File: src/rtl/flow_pkg.sv
// constants for the serial flow-control and command framing front end
// assumes one 250 MHz core clock and byte-wide characters from a uart
package flow_pkg;
    localparam int          DATA_W      = 8;        // character width
    localparam int          FIFO_DEPTH  = 32;       // line buffer depth in characters
    localparam logic [7:0]  CH_XON      = 8'h11;    // transmission-on
    localparam logic [7:0]  CH_XOFF     = 8'h13;    // transmission-off
    localparam logic [7:0]  CH_CR       = 8'h0d;    // carriage return
    localparam logic [7:0]  CH_LF       = 8'h0a;    // line feed
    localparam logic [7:0]  CH_STAR     = 8'h2a;    // common command marker
    localparam logic [7:0]  CH_SPACE    = 8'h20;    // keyword / parameter separator
    localparam logic [7:0]  CH_SEMI     = 8'h3b;    // message unit separator
    localparam logic [7:0]  CH_QUERY    = 8'h3f;    // query marker
    localparam int          FLOW_SW_BIT = 2;        // switch bit that disables flow control
    localparam int          SW_W        = 6;        // width of the switch bank
endpackage : flow_pkg

File: src/rtl/char_stream_if.sv
// valid/ready character stream between the front end and its line buffer
// assumes both ends run on the same clock
`timescale 1ns/100ps
`default_nettype none
interface char_stream_if #(parameter int W = 8);
    logic         valid;    // source has a character
    logic         ready;    // sink takes it this cycle
    logic [W-1:0] data;     // character
    logic         last;     // character is a line terminator and closes the message
    modport src (output valid, output data, output last, input ready);
    modport snk (input valid, input data, input last, output ready);
endinterface : char_stream_if
`default_nettype wire

File: src/rtl/char_fifo.sv
// parameterised first-in first-out buffer for the received line
// assumes synchronous active-low reset on the shared core clock
`timescale 1ns/100ps
`default_nettype none
module char_fifo #(
    parameter int W     = 8,
    parameter int DEPTH = 32
) (
    input  wire logic    i_clk,
    input  wire logic    i_rst_b,
    char_stream_if.snk   wr,
    char_stream_if.src   rd,
    output logic         o_empty
);
    localparam int AW = $clog2(DEPTH);
    logic [W:0]  mem [DEPTH];               // data plus last flag
    logic [AW-1:0] wp_q, rp_q;               // write and read pointers
    logic [AW:0]   cnt_q;                    // occupancy
    wire do_wr = wr.valid && wr.ready;       // accepted write
    wire do_rd = rd.valid && rd.ready;       // accepted read

    // room left: refuse only when every entry is taken
    assign wr.ready = (32'(cnt_q) < DEPTH);
    assign rd.valid = (cnt_q != '0);
    assign rd.data  = mem[rp_q][W-1:0];
    assign rd.last  = mem[rp_q][W];
    assign o_empty  = (cnt_q == '0);

    // storage writes
    always_ff @(posedge i_clk) begin
        if (do_wr) begin
            mem[wp_q] <= {wr.last, wr.data};
        end
    end

    // pointers and count
    always_ff @(posedge i_clk) begin
        if (!i_rst_b) begin
            wp_q  <= '0;
            rp_q  <= '0;
            cnt_q <= '0;
        end else begin
            if (do_wr) wp_q <= (32'(wp_q) == DEPTH-1) ? '0 : wp_q + 1'b1;
            if (do_rd) rp_q <= (32'(rp_q) == DEPTH-1) ? '0 : rp_q + 1'b1;
            cnt_q <= cnt_q + (AW+1)'(do_wr) - (AW+1)'(do_rd);
        end
    end
endmodule : char_fifo
`default_nettype wire

File: src/rtl/serial_flow_front.sv
// serial front end: paces the host with transmission-on/off, shapes the echo,
// buffers a line and frames it into message units for the parser behind it
// assumes a uart delivers received bytes as single-cycle strobes and takes
// transmit bytes with a valid/ready handshake; the parser drains units
//
// How it works
// - send transmission-on to let host transmit
// - send transmission-off to pause the host
// - terminator answered xoff+cr, or xoff alone
// - later send cr lf only when echo on
// - message is units closed by line terminator
// - space separates keyword from parameter
// - asterisk first marks a common command
// - accept program message at any moment
// - queries flagged so replies can follow
// - cr or lf ends line, starts parsing
// - switch bit 2 low with jumper set enables flow control
`timescale 1ns/100ps
`default_nettype none
module serial_flow_front #(
    parameter int W     = flow_pkg::DATA_W,
    parameter int DEPTH = flow_pkg::FIFO_DEPTH
) (
    input  wire logic                   I_CORE_CLK,
    input  wire logic                   I_RST_B,
    input  wire logic                   I_RX_VALID,     // received byte strobe
    input  wire logic [W-1:0]           I_RX_DATA,      // received byte
    input  wire logic                   I_TX_READY,     // uart takes transmit byte
    input  wire logic                   I_ECHO_EN,      // echo mode
    input  wire logic                   I_CFG_JUMPER,   // configuration jumper (pin)
    input  wire logic [flow_pkg::SW_W-1:0] I_SWITCH,    // address switch bank (pins)
    input  wire logic                   I_UNIT_READY,   // parser takes a character
    output logic                        O_TX_VALID,     // transmit byte valid
    output logic [W-1:0]                O_TX_DATA,      // transmit byte
    output logic                        O_UNIT_VALID,   // framed character valid
    output logic [W-1:0]                O_UNIT_DATA,    // framed character
    output logic                        O_UNIT_LAST,    // closes a message unit
    output logic                        O_UNIT_END,     // closes the whole message
    output logic                        O_UNIT_COMMON,  // unit is a common command
    output logic                        O_UNIT_QUERY,   // unit is a query
    output logic                        O_UNIT_PARAM,   // character is a parameter
    output logic                        O_OVERFLOW      // byte lost, buffer full
);
    // states of the transmit sequencer
    typedef enum logic [2:0] {
        TX_IDLE, TX_XOFF, TX_CR1, TX_WAIT, TX_CR2, TX_LF, TX_XON
    } tx_e;

    char_stream_if #(.W(W)) in_s ();          // bytes into the buffer
    char_stream_if #(.W(W)) out_s ();         // bytes out of the buffer
    logic          buf_empty;                 // buffer drained

    logic [1:0]                   jmp_sync_q;      // jumper synchroniser
    logic [flow_pkg::SW_W-1:0]    sw_meta_q;       // switch first stage
    logic [flow_pkg::SW_W-1:0]    sw_sync_q;       // switch second stage
    tx_e           tx_q, tx_d;                // transmit sequencer
    logic          echo_cap_q;                // echo setting at terminator
    logic          line_open_q;               // terminator still in buffer
    logic          prev_term_q;               // last byte was a terminator
    logic          xon_sent_q;                // power-up grant done
    logic          unit_start_q;              // next char starts a unit
    logic          common_q, query_q, param_q;// unit classification
    logic          uv_q, ul_q, ue_q;          // output stage flags
    logic [W-1:0]  ud_q;                      // output stage data
    logic          ovf_q;                     // overflow pulse
    logic          txv_q;
    logic [W-1:0]  txd_q;

    // flow control enabled only with jumper and switch bit clear
    wire flow_en  = jmp_sync_q[1] && !sw_sync_q[flow_pkg::FLOW_SW_BIT];
    wire is_term  = (I_RX_DATA == flow_pkg::CH_CR) || (I_RX_DATA == flow_pkg::CH_LF);
    wire new_term = I_RX_VALID && is_term && !prev_term_q;  // pair cr lf counts once
    wire store    = I_RX_VALID && !(is_term && prev_term_q);
    wire tx_take  = txv_q && I_TX_READY;
    wire in_term  = (out_s.data == flow_pkg::CH_CR) || (out_s.data == flow_pkg::CH_LF);
    wire in_sep   = (out_s.data == flow_pkg::CH_SEMI);
    wire stage_free = !uv_q || I_UNIT_READY;
    wire pop      = out_s.valid && stage_free;

    // bytes offered to the buffer at any moment; dropped when it is full
    assign in_s.valid = store;
    assign in_s.data  = is_term ? flow_pkg::CH_LF : I_RX_DATA;
    assign in_s.last  = is_term;
    assign out_s.ready = stage_free;

    char_fifo #(.W(W), .DEPTH(DEPTH)) u_buf (
        .i_clk   (I_CORE_CLK),
        .i_rst_b (I_RST_B),
        .wr      (in_s),
        .rd      (out_s),
        .o_empty (buf_empty)
    );

    // two-stage synchronisers for pin inputs
    always_ff @(posedge I_CORE_CLK) begin
        if (!I_RST_B) begin
            jmp_sync_q <= '0;
            sw_meta_q  <= '0;
            sw_sync_q  <= '0;
        end else begin
            jmp_sync_q <= {jmp_sync_q[0], I_CFG_JUMPER};
            sw_meta_q  <= I_SWITCH;
            sw_sync_q  <= sw_meta_q;
        end
    end

    // transmit sequencer next state
    always_comb begin
        tx_d = tx_q;
        unique case (tx_q)
            TX_IDLE: begin
                if (new_term && flow_en) tx_d = TX_XOFF;
                else if (flow_en && !xon_sent_q) tx_d = TX_XON;
            end
            TX_XOFF: if (tx_take) tx_d = echo_cap_q ? TX_CR1 : TX_WAIT;
            TX_CR1:  if (tx_take) tx_d = TX_WAIT;
            // hold the host off until the line has been forwarded
            TX_WAIT: if (!line_open_q && buf_empty) tx_d = echo_cap_q ? TX_CR2 : TX_XON;
            TX_CR2:  if (tx_take) tx_d = TX_LF;
            TX_LF:   if (tx_take) tx_d = TX_XON;
            TX_XON:  if (tx_take) tx_d = TX_IDLE;
        endcase
    end

    logic [W-1:0] tx_byte_d;                  // byte for the state being entered

    // transmit byte for each state
    always_comb begin
        unique case (tx_d)
            TX_XOFF: tx_byte_d = flow_pkg::CH_XOFF;
            TX_CR1,
            TX_CR2:  tx_byte_d = flow_pkg::CH_CR;
            TX_LF:   tx_byte_d = flow_pkg::CH_LF;
            TX_XON:  tx_byte_d = flow_pkg::CH_XON;
            default: tx_byte_d = '0;
        endcase
    end
    wire tx_busy_d = (tx_d != TX_IDLE) && (tx_d != TX_WAIT);

    // sequencer and line bookkeeping
    always_ff @(posedge I_CORE_CLK) begin
        if (!I_RST_B) begin
            tx_q        <= TX_IDLE;
            txv_q       <= 1'b0;
            txd_q       <= '0;
            echo_cap_q  <= 1'b0;
            line_open_q <= 1'b0;
            prev_term_q <= 1'b0;
            xon_sent_q  <= 1'b0;
            ovf_q       <= 1'b0;
        end else begin
            tx_q  <= tx_d;
            txv_q <= tx_busy_d;
            txd_q <= tx_byte_d;
            if (I_RX_VALID) prev_term_q <= is_term;
            if (new_term && tx_q == TX_IDLE) echo_cap_q <= I_ECHO_EN;
            // set beats clear: a new terminator keeps the line open
            if (new_term) line_open_q <= 1'b1;
            else if (pop && out_s.last) line_open_q <= 1'b0;
            if (tx_q == TX_XON && tx_take) xon_sent_q <= 1'b1;
            ovf_q <= store && !in_s.ready;
        end
    end

    // framing of the buffered line into message units
    always_ff @(posedge I_CORE_CLK) begin
        if (!I_RST_B) begin
            unit_start_q <= 1'b1;
            common_q     <= 1'b0;
            query_q      <= 1'b0;
            param_q      <= 1'b0;
            uv_q         <= 1'b0;
            ud_q         <= '0;
            ul_q         <= 1'b0;
            ue_q         <= 1'b0;
        end else begin
            if (stage_free) uv_q <= out_s.valid;
            if (pop) begin
                ud_q <= out_s.data;
                ul_q <= in_term || in_sep;
                ue_q <= in_term;
                unit_start_q <= in_term || in_sep;
                if (unit_start_q) begin
                    common_q <= (out_s.data == flow_pkg::CH_STAR);
                    query_q  <= 1'b0;
                    param_q  <= 1'b0;
                end
                if (out_s.data == flow_pkg::CH_QUERY && !param_q)
                    query_q <= 1'b1;
                if (out_s.data == flow_pkg::CH_SPACE && !unit_start_q)
                    param_q <= 1'b1;
            end
        end
    end

    assign O_TX_VALID    = txv_q;
    assign O_TX_DATA     = txd_q;
    assign O_UNIT_VALID  = uv_q;
    assign O_UNIT_DATA   = ud_q;
    assign O_UNIT_LAST   = ul_q;
    assign O_UNIT_END    = ue_q;
    assign O_UNIT_COMMON = common_q;
    assign O_UNIT_QUERY  = query_q;
    assign O_UNIT_PARAM  = param_q;
    assign O_OVERFLOW    = ovf_q;
endmodule : serial_flow_front
`default_nettype wire

File: config.mk
export PLATFORM = sky130hd
export DESIGN_NAME = serial_flow_front
export DESIGN_NICKNAME = d
export VERILOG_FILES = /design/src/rtl/flow_pkg.sv /design/src/rtl/char_stream_if.sv /design/src/rtl/char_fifo.sv /design/src/rtl/serial_flow_front.sv
export SDC_FILE = /design/constraint.sdc
export NUM_CORES = 1
export LEC_CHECK = 0
export BUFFER_PORTS_ARGS = -buffer_cell sky130_fd_sc_hd__buf_2
export CORE_MARGIN = 4
export CORE_UTILIZATION = 30
export CTS_CLUSTER_SIZE = 20
export DETAILED_ROUTE_END_ITERATION = 10
export SLEW_MARGIN = 10
export SYNTH_ARGS = -nofsm -noshare
export SYNTH_HDL_FRONTEND = slang
export SYNTH_SLANG_ARGS = --single-unit
File: constraint.sdc
create_clock -name I_CORE_CLK -period 3.19 [get_ports I_CORE_CLK]
set_input_delay 0.4785 -clock I_CORE_CLK [delete_from_list [all_inputs] [get_ports I_CORE_CLK]]
set_output_delay 0.4785 -clock I_CORE_CLK [all_outputs]
set_load 0.03 [all_outputs]
Yosys cells after proc, flatten, opt, wreduce, memory -nomap -nowiden
Memories as Yosys holds them, arrays and structs flattened. A register that Yosys moved wholly into a read port is not among the register bits.
Cells that the tools add are included.
- register bits: 56
- bits in latches: 0
- memory bits (writable): 288
- memory bits (read-only): 0
- input port bits: 21
- output and inout bits: 24
- word-level logic and storage cells: 116
- memories kept: 1
- add/subtract/negate cells: 4
- multipliers: 0
- divide/modulo/power cells: 0
- $lt $le $gt $ge: 1
- eq/ne operators: 22
- shift operators: 0
- mux-type cells: 24
- bitwise gates (word level): 0
- reduce and logical (&&, ||, !) cells: 42
- memory list (memory ; words ; bits a word ; read ports ; clocked after memory_dff ; wr ports ; RTL line ; source):
    u_buf.mem ; 32 ; 9 ; 1 ; 1 ; 1 ; char_fifo.sv:16 ; logic [W:0] mem [DEPTH];
- operator list (operator ; count):
    $eq 8x4->1 const B ; 4
    $eq 8x6->1 const B ; 4
    $mux 3 ; 8
    $pmux 3 s7 ; 1
    $mux 5 ; 4
    $pmux 5 s4 ; 1
    $eq 3x3->1 const B ; 6
    $logic_and 1x1->1 ; 18
    $add 5x1->5 const B ; 2
    $eq 5x5->1 const B ; 2
    $eq 3x2->1 const B ; 3
    $logic_not 1->1 ; 9
    $mux 1 ; 8
    $mux 8 ; 1
    $add 6x1->6 ; 1
    $eq 3x1->1 const B ; 2
    $logic_not 6->1 ; 1
    $lt 6x6->1 const B ; 1
    $reduce_and 2->1 ; 3
    $reduce_bool 2->1 ; 3
    $reduce_bool 6->1 ; 1
    $sub 6x1->6 ; 1
    $logic_or 1x1->1 ; 4
    $logic_not 3->1 ; 1
    4 further kinds ; 4

Longest topological paths before layout
Gate-level depths: netlist of the first run.
- depth in word-level cells: 10
- mapped depth: 16
- depth with buffers taken out: 14

By module
A second synthesis of the first run with hierarchy kept.
- cell total of the unflattened synthesis: 865
- area total of the unflattened synthesis: 13673.1 µm²
- by module, submodules not included (module ; instances ; cells each ; area each (µm²) ; sequential area each (µm²)):
    char_fifo ; 1 ; 680 ; 12204.2 ; 9068.7
    serial_flow_front ; 1 ; 185 ; 1468.9 ; 660.6

Least setup slack after synthesis of the first run
Ideal clock, no wire load.
- path kind: input -> register
- from: input I_RX_DATA[4]
- to: register u_buf.cnt_q[4]
- setup time: 0.116 ns
- data arrival time: 3.284 ns
- data required time: 3.074 ns
- path slack: -0.210 ns
- stages on the path: 11
- path buffers: 0
- path through: nor4_1 o211a_1 a21boi_0 nand2_1 clkinv_1 ha_1 fa_1 a21oi_1 nor2_1 or3_1 and3_1
- longest elaborated chain between the ends: 8
- elaborated cells between the ends (all ways): 9
- those cells by class: 2 x add/sub; 2 x eq/ne; 5 x reduce/logical
- ends and longest elaborated chain (what ; RTL line ; source):
    start, declared ; serial_flow_front.sv:27 ; input wire logic [W-1:0] I_RX_DATA,
    $eq 8x4->1 ; serial_flow_front.sv:71 ; wire is_term = (I_RX_DATA == flow_pkg::CH_CR) || (I_RX_DATA == flow_pkg::CH_LF);
    $logic_or 1x1->1 (*) ; serial_flow_front.sv:71 ;
    net in_s.last ; char_stream_if.sv:9 ; logic last;
    $logic_and 1x1->1 (*) ; serial_flow_front.sv:73 ; wire store = I_RX_VALID && !(is_term && prev_term_q);
    $logic_not 1->1 (*) ; serial_flow_front.sv:73 ;
    $logic_and 1x1->1 (*) ; serial_flow_front.sv:73 ;
    $logic_and 1x1->1 (*) ; char_fifo.sv:19 ; wire do_wr = wr.valid && wr.ready;
    $add 6x1->6 (*) ; char_fifo.sv:45 ; cnt_q <= cnt_q + (AW+1)'(do_wr) - (AW+1)'(do_rd);
    $sub 6x1->6 (*) ; char_fifo.sv:45 ;
    end signal, assigned ; char_fifo.sv:45 ;
    end, declared ; char_fifo.sv:18 ; logic [AW:0] cnt_q;
The timed path passes the listed nets; every way through them passes the cells marked *.
A chain may end at the register's enable or synchronous reset.

==> qor.csv, run 1 <==
stage,metric,value,unit
clock_tree,cts_root_buf,clkbuf_16,
worst_setup_path,crit_chain,"buf_12, mux4_2, mux4_2, mux2i_1, nand2b_1, nor3_1, a22oi_1, nand3_1",
clock_tree,clock_sinks,342,
logic_synthesis,postSynth.asyncResetShare,0,
sta,hold_violations,0,
logic_synthesis,synth_top_area_share,0.631,
finish,nNetsFinal,904,
logic_synthesis,avgSynthCellArea,17.8,sq um
power,power_frac_seq,0.429,
power,p_switching,3410,uW
sta,setup_tns,0,ns
logic_synthesis,synthFlopType,edfxtp_1,
clock_tree,tritoncts,done,
logic_synthesis,synth_commonest_cells,"edfxtp_1 (288), mux4_2 (79), dfxtp_1 (54), nor2_1 (42), nand2_1 (35)",
power,p_sw_frac,0.278,
worst_setup_path,cp.arrival,3.36,ns
clock_tree,cts_hold_buf,0,
run_status,status,"finished, final reports clean",
power,vdd_drop_max,0.507,mV
finish,layout-drive-gt1-share,0.282,
logic_synthesis,syn_inst,769,
floorplan,ios,45,
sta,timing.hold.ws,0.183,ns
place,dp_hpwl,18800,microns
clock_tree,clk_pin_slew_worst_paths,0.06,ns
clock_tree,cts_made_buffers,36,
worst_setup_path,cpMostUsedCell,mux4_2,
logic_synthesis,synth_edf_count,288,
floorplan,rows,78,
grt,grt_overflow,0,
sta,rsz0062_at_grt,false,
grt,grt_max_degree,50,
drt,num_vias,7088,
sta,relSlewSlack,0.562,
power,p_clk_frac,0.324,
power,comb_power_share,0.247,
logic_synthesis,synth_cell_types,57,
logic_synthesis,ys_ff_latch,342,
worst_setup_path,cp_max_fo,23,
run,maxCapViolCount,0,
sta,worst_pin_slew,0.657,ns
power,power,12300,uW
floorplan,fp.dieH,222,microns
sta,report.final.setup_viol,0,
finish,final_area,16200,sq um
place,place.gp.congestion,0.774,
grt,grt_usage,0.119,
drt,route.detailed.drc,0,
worst_setup_path,path_class,flip-flop to flip-flop,
place,placed_area,15000,sq um
logic_synthesis,seq_area_frac_synth,0.709,
finish,n_antenna_cell,0,
clock_tree,cts_resized,0,
place,pre_cts_slack,0.125,ns
grt,grt_antenna_before_repair,0,
sta,final.setup.worst_slack,0.209,ns
floorplan,start_util,0.303,
place,portBuffers,36,
hold_path,worst_hold_path.num_cells,2,
sta,maxSlewViolCount,0,
logic_synthesis,synth_area_leaders,"edfxtp_1 (63%), mux4_2 (13%), dfxtp_1 (7.9%)",
logic_synthesis,yosysMostFrequentCell,edfxtp_1,
finish,fillerInstances,4265,
drt,viasPerCell,4.75,
floorplan,coreArea,45300,sq um
drt,drt_iter0_drc,530,
logic_synthesis,yosysWarnings,0,
clock_tree,post-cts-setup-buffers,0,
clock_tree,worstSkewPairLatency,0.51,ns
drt,wl_per_cell,19.7,microns
clock_tree,cts_max_level,2,
clock_tree,clock_path_buffers,3,
logic_synthesis,yosys.area.top_type,edfxtp_1,
worst_setup_path,cp.required,3.56,ns
drt,postRouteAntennaNets,0,
sta,skew,0.0120,ns
finish,syn2layout_area_growth,17.9,%
worst_setup_path,crit_path_end_kind,flip-flop,
power,p_per_area,759,nW/um^2
worst_setup_path,slowest_stage,mux4_2,
power,p_leak,0.00532,uW
worst_setup_path,reg2regPathDepth,8,
grt,grt_pass1_vias,7207,
sta,min_period_over_period,0.934,
sta,fmax,335,MHz
drt,wl,29400,microns
worst_setup_path,max_stage_delay,0.58,ns
logic_synthesis,syn_area,13700,sq um
drt,first_pass_iters,4,
power,p_int,8860,uW
floorplan,chipWidth,222,microns
hold_path,hp-class,primary input to flip-flop,
sta,post-route-min-period,2.98,ns
grt,grt_pass1_wl,45100,microns
worst_setup_path,startpoint_type,flip-flop,
floorplan,dieArea,49200,sq um
-- flip-flops by register name (all words and copies together), names as in the netlist, 2 cells and up, named ones only --
register and count:
jmp_sync_q 2, u_buf.wp_q 5, u_buf.cnt_q 6, O_UNIT_DATA 8, tx_q 3, O_TX_DATA 5
u_buf.mem 288, u_buf.rp_q 5
-- layout by cell type (no fill, tap or decap), types with 4 or more instances in the layout --
cell and count:
mux4_2 79, nand2_1 35, or2_2 4, o21ai_0 11, inv_1 14, a21boi_0 13, buf_2 36, ha_1 15
nor3b_1 8, a21oi_1 11, dfxtp_1 51, and2_1 13, mux2_2 4, a31oi_1 6, xor2_1 4, nor3_1 9
edfxtp_1 288, nor2b_1 11, nand2b_1 8, buf_4 59, mux2i_1 22, a22oi_1 5, buf_12 7, nor2_1 42
o211a_1 7, clkinv_1 10, nand3_1 12, clkinv_2 7, clkbuf_16 37, and3_1 5
-- worst max-delay path: cells and delay by family, from the launching register on --
family	cells	cell delay, ns
mux	3	1.44
flops	1	0.52
compound gates	1	0.25
buf+inv	1	0.26
simple gates	3	0.34
-- layout make-up --
class,instances,area [sq um],share of cell area
clock buffers,45,988,0.0612
clock inverters,19,134,0.00828
inverters,15,56.3,0.00348
multi-input cells,370,3740,0.231
flip-flops and latches,342,9740,0.602
well taps,600,751,0.0464
repair buffers,102,763,0.0472
-- power groups by stage --
stage,logic [uW],clock network [uW],registers [uW]
final,3030,3970,5270
after global placement,3030,0,5360
after global routing,3310,4260,5300
after CTS,3080,4060,5270
after floorplan,2080,0,5390
after detailed placement,3070,0,5360
-- per-stage QoR --
stage,std cells,utilization
3_5_place_dp,1429,0.332
3_3_place_gp,1429,0.332
4_1_cts,1493,0.357
5_1_grt,1493,0.357
2_1_floorplan,771,-
6_report,1493,0.357
-- cells by family after synthesis --
kind of cell,after synthesis,synth area share
buffers and inverters,59,0.0201
XOR/XNOR,5,0.00319
AND/OR/NAND/NOR,166,0.0627
adder cells (fa/ha/maj),16,0.0151
other,1,0.000273
AO/OA/AOI/OAI,74,0.0385
flip-flops,342,0.709
multiplexers,106,0.151
-- final timing paths --
check | end | slack (ns) | from
worst max-delay path | unit_start_q | 0.21 | flip-flop
worst min register to register | sw_sync_q[2] | 0.43 | sw_meta_q[2]
worst min-delay path | jmp_sync_q[0] | 0.18 | I_CFG_JUMPER
worst max register to register | unit_start_q | 0.21 | flip-flop
-- routing by layer --
layer  vias to the layer above  part of all wire  track usage
met3                        35             0.048       0.0256
li1                       3227                 -            -
met4                         0             0.015       0.0256
met5                         -                 0            0
met1                      3662              0.45        0.161
met2                       164              0.49        0.199
Power figures use the tool's default switching activity.
==> run 2: changes to the inputs <==
Settings changed: CORE_UTILIZATION 30 to 56, PLACE_DENSITY from default to 0.76.
==> qor.csv, run 2 (synthesis results as in run 1) <==
stage,metric,value,unit,change
place,place.gp.congestion,0.823,,+6.2%
sta,relSlewSlack,0.384,,-0.178
sta,worst_pin_slew,0.923,ns,+0.266 ns
grt,grt_pass1_vias,7564,,+5.0%
clock_tree,worstSkewPairLatency,0.52,ns,about the same
place,dp.cells,1145,,-20%
finish,final_common_cell,edfxtp_1,,
floorplan,dieArea,27100,sq um,-45%
sta,maxSlewViolCount,0,,unchanged
floorplan,start_util,0.567,,+0.264
worst_setup_path,cp_max_fo,36,,+57%
run_status,status,"finished, final reports clean",,
sta,setup_tns,0,ns,unchanged
drt,wl,29700,microns,+0.93%
clock_tree,cts_hold_buf,0,,unchanged
sta,skew,0.0169,ns,+0.00491 ns
floorplan,ios,45,,unchanged
floorplan,coreArea,24200,sq um,-47%
drt,first_pass_iters,7,,+3
clock_tree,cts_max_level,2,,unchanged
drt,viasPerCell,6.12,,+29%
floorplan,chipWidth,164,microns,-26%
hold_path,hp-class,primary input to flip-flop,,
finish,n_antenna_cell,0,,unchanged
clock_tree,clock_sinks,342,,unchanged
sta,report.final.setup_viol,0,,unchanged
grt,grt_usage,0.227,,+0.108
drt,drt_iter0_drc,726,,+37%
hold_path,min_from,I_SWITCH[2],,
grt,grt_antenna_before_repair,0,,unchanged
power,p_per_area,782,nW/um^2,+3.0%
finish,fillerInstances,1542,,-64%
drt,num_vias,7387,,+4.2%
drt,postRouteAntennaNets,0,,unchanged
drt,wl_per_cell,24.6,microns,+25%
grt,grt_max_degree,50,,unchanged
finish,layout_common_cells,"edfxtp_1 (288), mux4_2 (79), buf_4 (52)",,
grt,grt_overflow,0,,unchanged
worst_setup_path,cp.required,3.60,ns,+0.04 ns
finish,final_cells,1207,,-19%
finish,nNetsFinal,895,,-1.0%
finish,largest_reg_flops,288,,unchanged
run,maxCapViolCount,0,,unchanged
clock_tree,cts_made_buffers,35,,-2.8%
clock_tree,clock_path_buffers,3,,unchanged
worst_setup_path,crit_path_end_kind,flip-flop,,
sta,min_period_over_period,0.930,,-0.00442
clock_tree,post-cts-setup-buffers,0,,unchanged
worst_setup_path,path_class,flip-flop to flip-flop,,
sta,hold_violations,0,,unchanged
power,vdd_drop_max,0.522,mV,+3.0%
drt,route.detailed.drc,0,,unchanged
grt,grt_pass1_wl,45300,microns,+0.49%
power,p_leak,0.00529,uW,-0.48%
clock_tree,tritoncts,done,,
sta,rsz0062_at_grt,false,,
place,dp_hpwl,18700,microns,-0.41%
worst_setup_path,startpoint_type,flip-flop,,
sta,post-route-min-period,2.97,ns,-0.0141 ns
sta,fmax,337,MHz,+0.48%
finish,syn2layout_area_growth,15.1,%,
finish,regMostFlops,u_buf.mem,,
finish,regArea,9740,sq um,unchanged
floorplan,fp.dieH,164,microns,-26%
clock_tree,cts_root_buf,clkbuf_16,,
place,portBuffers,36,,unchanged
finish,multi_input_area,3750,sq um,+0.27%
floorplan,rows,57,,-27%
finish,layout-drive-gt1-share,0.274,,-0.00813
clock_tree,clk_pin_slew_worst_paths,0.06,ns,about the same
worst_setup_path,cp.arrival,3.38,ns,+0.02 ns
clock_tree,cts_resized,0,,unchanged
[run 2: changes by cell type in the layout (fill, tap and decap cells not counted), moves of 2 or more]
| cell | previous run | this run |
|---|---|---|
| nor2b_4 | 0 | 2 |
| clkbuf_8 | 3 | 0 |
| clkbuf_16 | 37 | 35 |
| clkbuf_2 | 2 | 0 |
| bufinv_16 | 2 | 6 |
| buf_4 | 59 | 52 |
| nor2b_2 | 2 | 0 |
[run 2: final timing paths]
kind	slack (ns)	endpoint	cells past startpoint
setup / recovery	0.22	O_UNIT_COMMON	8
setup reg to reg	0.22	O_UNIT_COMMON	8
hold reg to reg	0.43	jmp_sync_q[1]	1
hold / removal	0.19	sw_meta_q[2]	2
[run 2: critical path: stages (launching register included)]
cell,delay (ns)
dfxtp_4,0.39
buf_12,0.28
mux4_2,0.58
mux4_2,0.52
mux2i_1,0.34
nand2b_1,0.15
nor3b_2,0.21
nand3_1,0.12
o31ai_1,0.25
[run 2: per-stage QoR]
stage | util | total power [uW] | instance area (sq um) | setup WS (ns) | hold slack, ns
after detailed placement | 0.605 | 8290 | 14600 | 0.0808 | 0.426
final | 0.653 | 12300 | 15800 | 0.223 | 0.190
after floorplan | - | 7470 | 13700 | 0.0383 | 0.412
after global routing | 0.653 | 12900 | 15800 | 0.0352 | 0.182
after global placement | 0.605 | 8170 | 14600 | 0.135 | 0.424
after CTS | 0.653 | 12400 | 15800 | 0.215 | 0.172
[run 2: cell type report]
cell class	instances	share of cell area
clock buffers	39	0.0564
well taps	324	0.0257
inverters	15	0.00357
multi-input cells	370	0.237
flip-flops and latches	342	0.617
repair buffers	94	0.0438
clock inverters	23	0.0166
[run 2: where the power goes]
part           switching [uW]  internal (uW)
clock                    1620           2500
sequential                171           5060
combinational            1610           1380
total                    3410           8930
[run 2: layer usage]
layer	track usage	up-vias	wire length, microns
met5	0	-	0
met4	0.0647	0	724
met3	0.0581	57	2530
met2	0.373	337	15000
met1	0.305	3793	11400
li1	-	3200	-
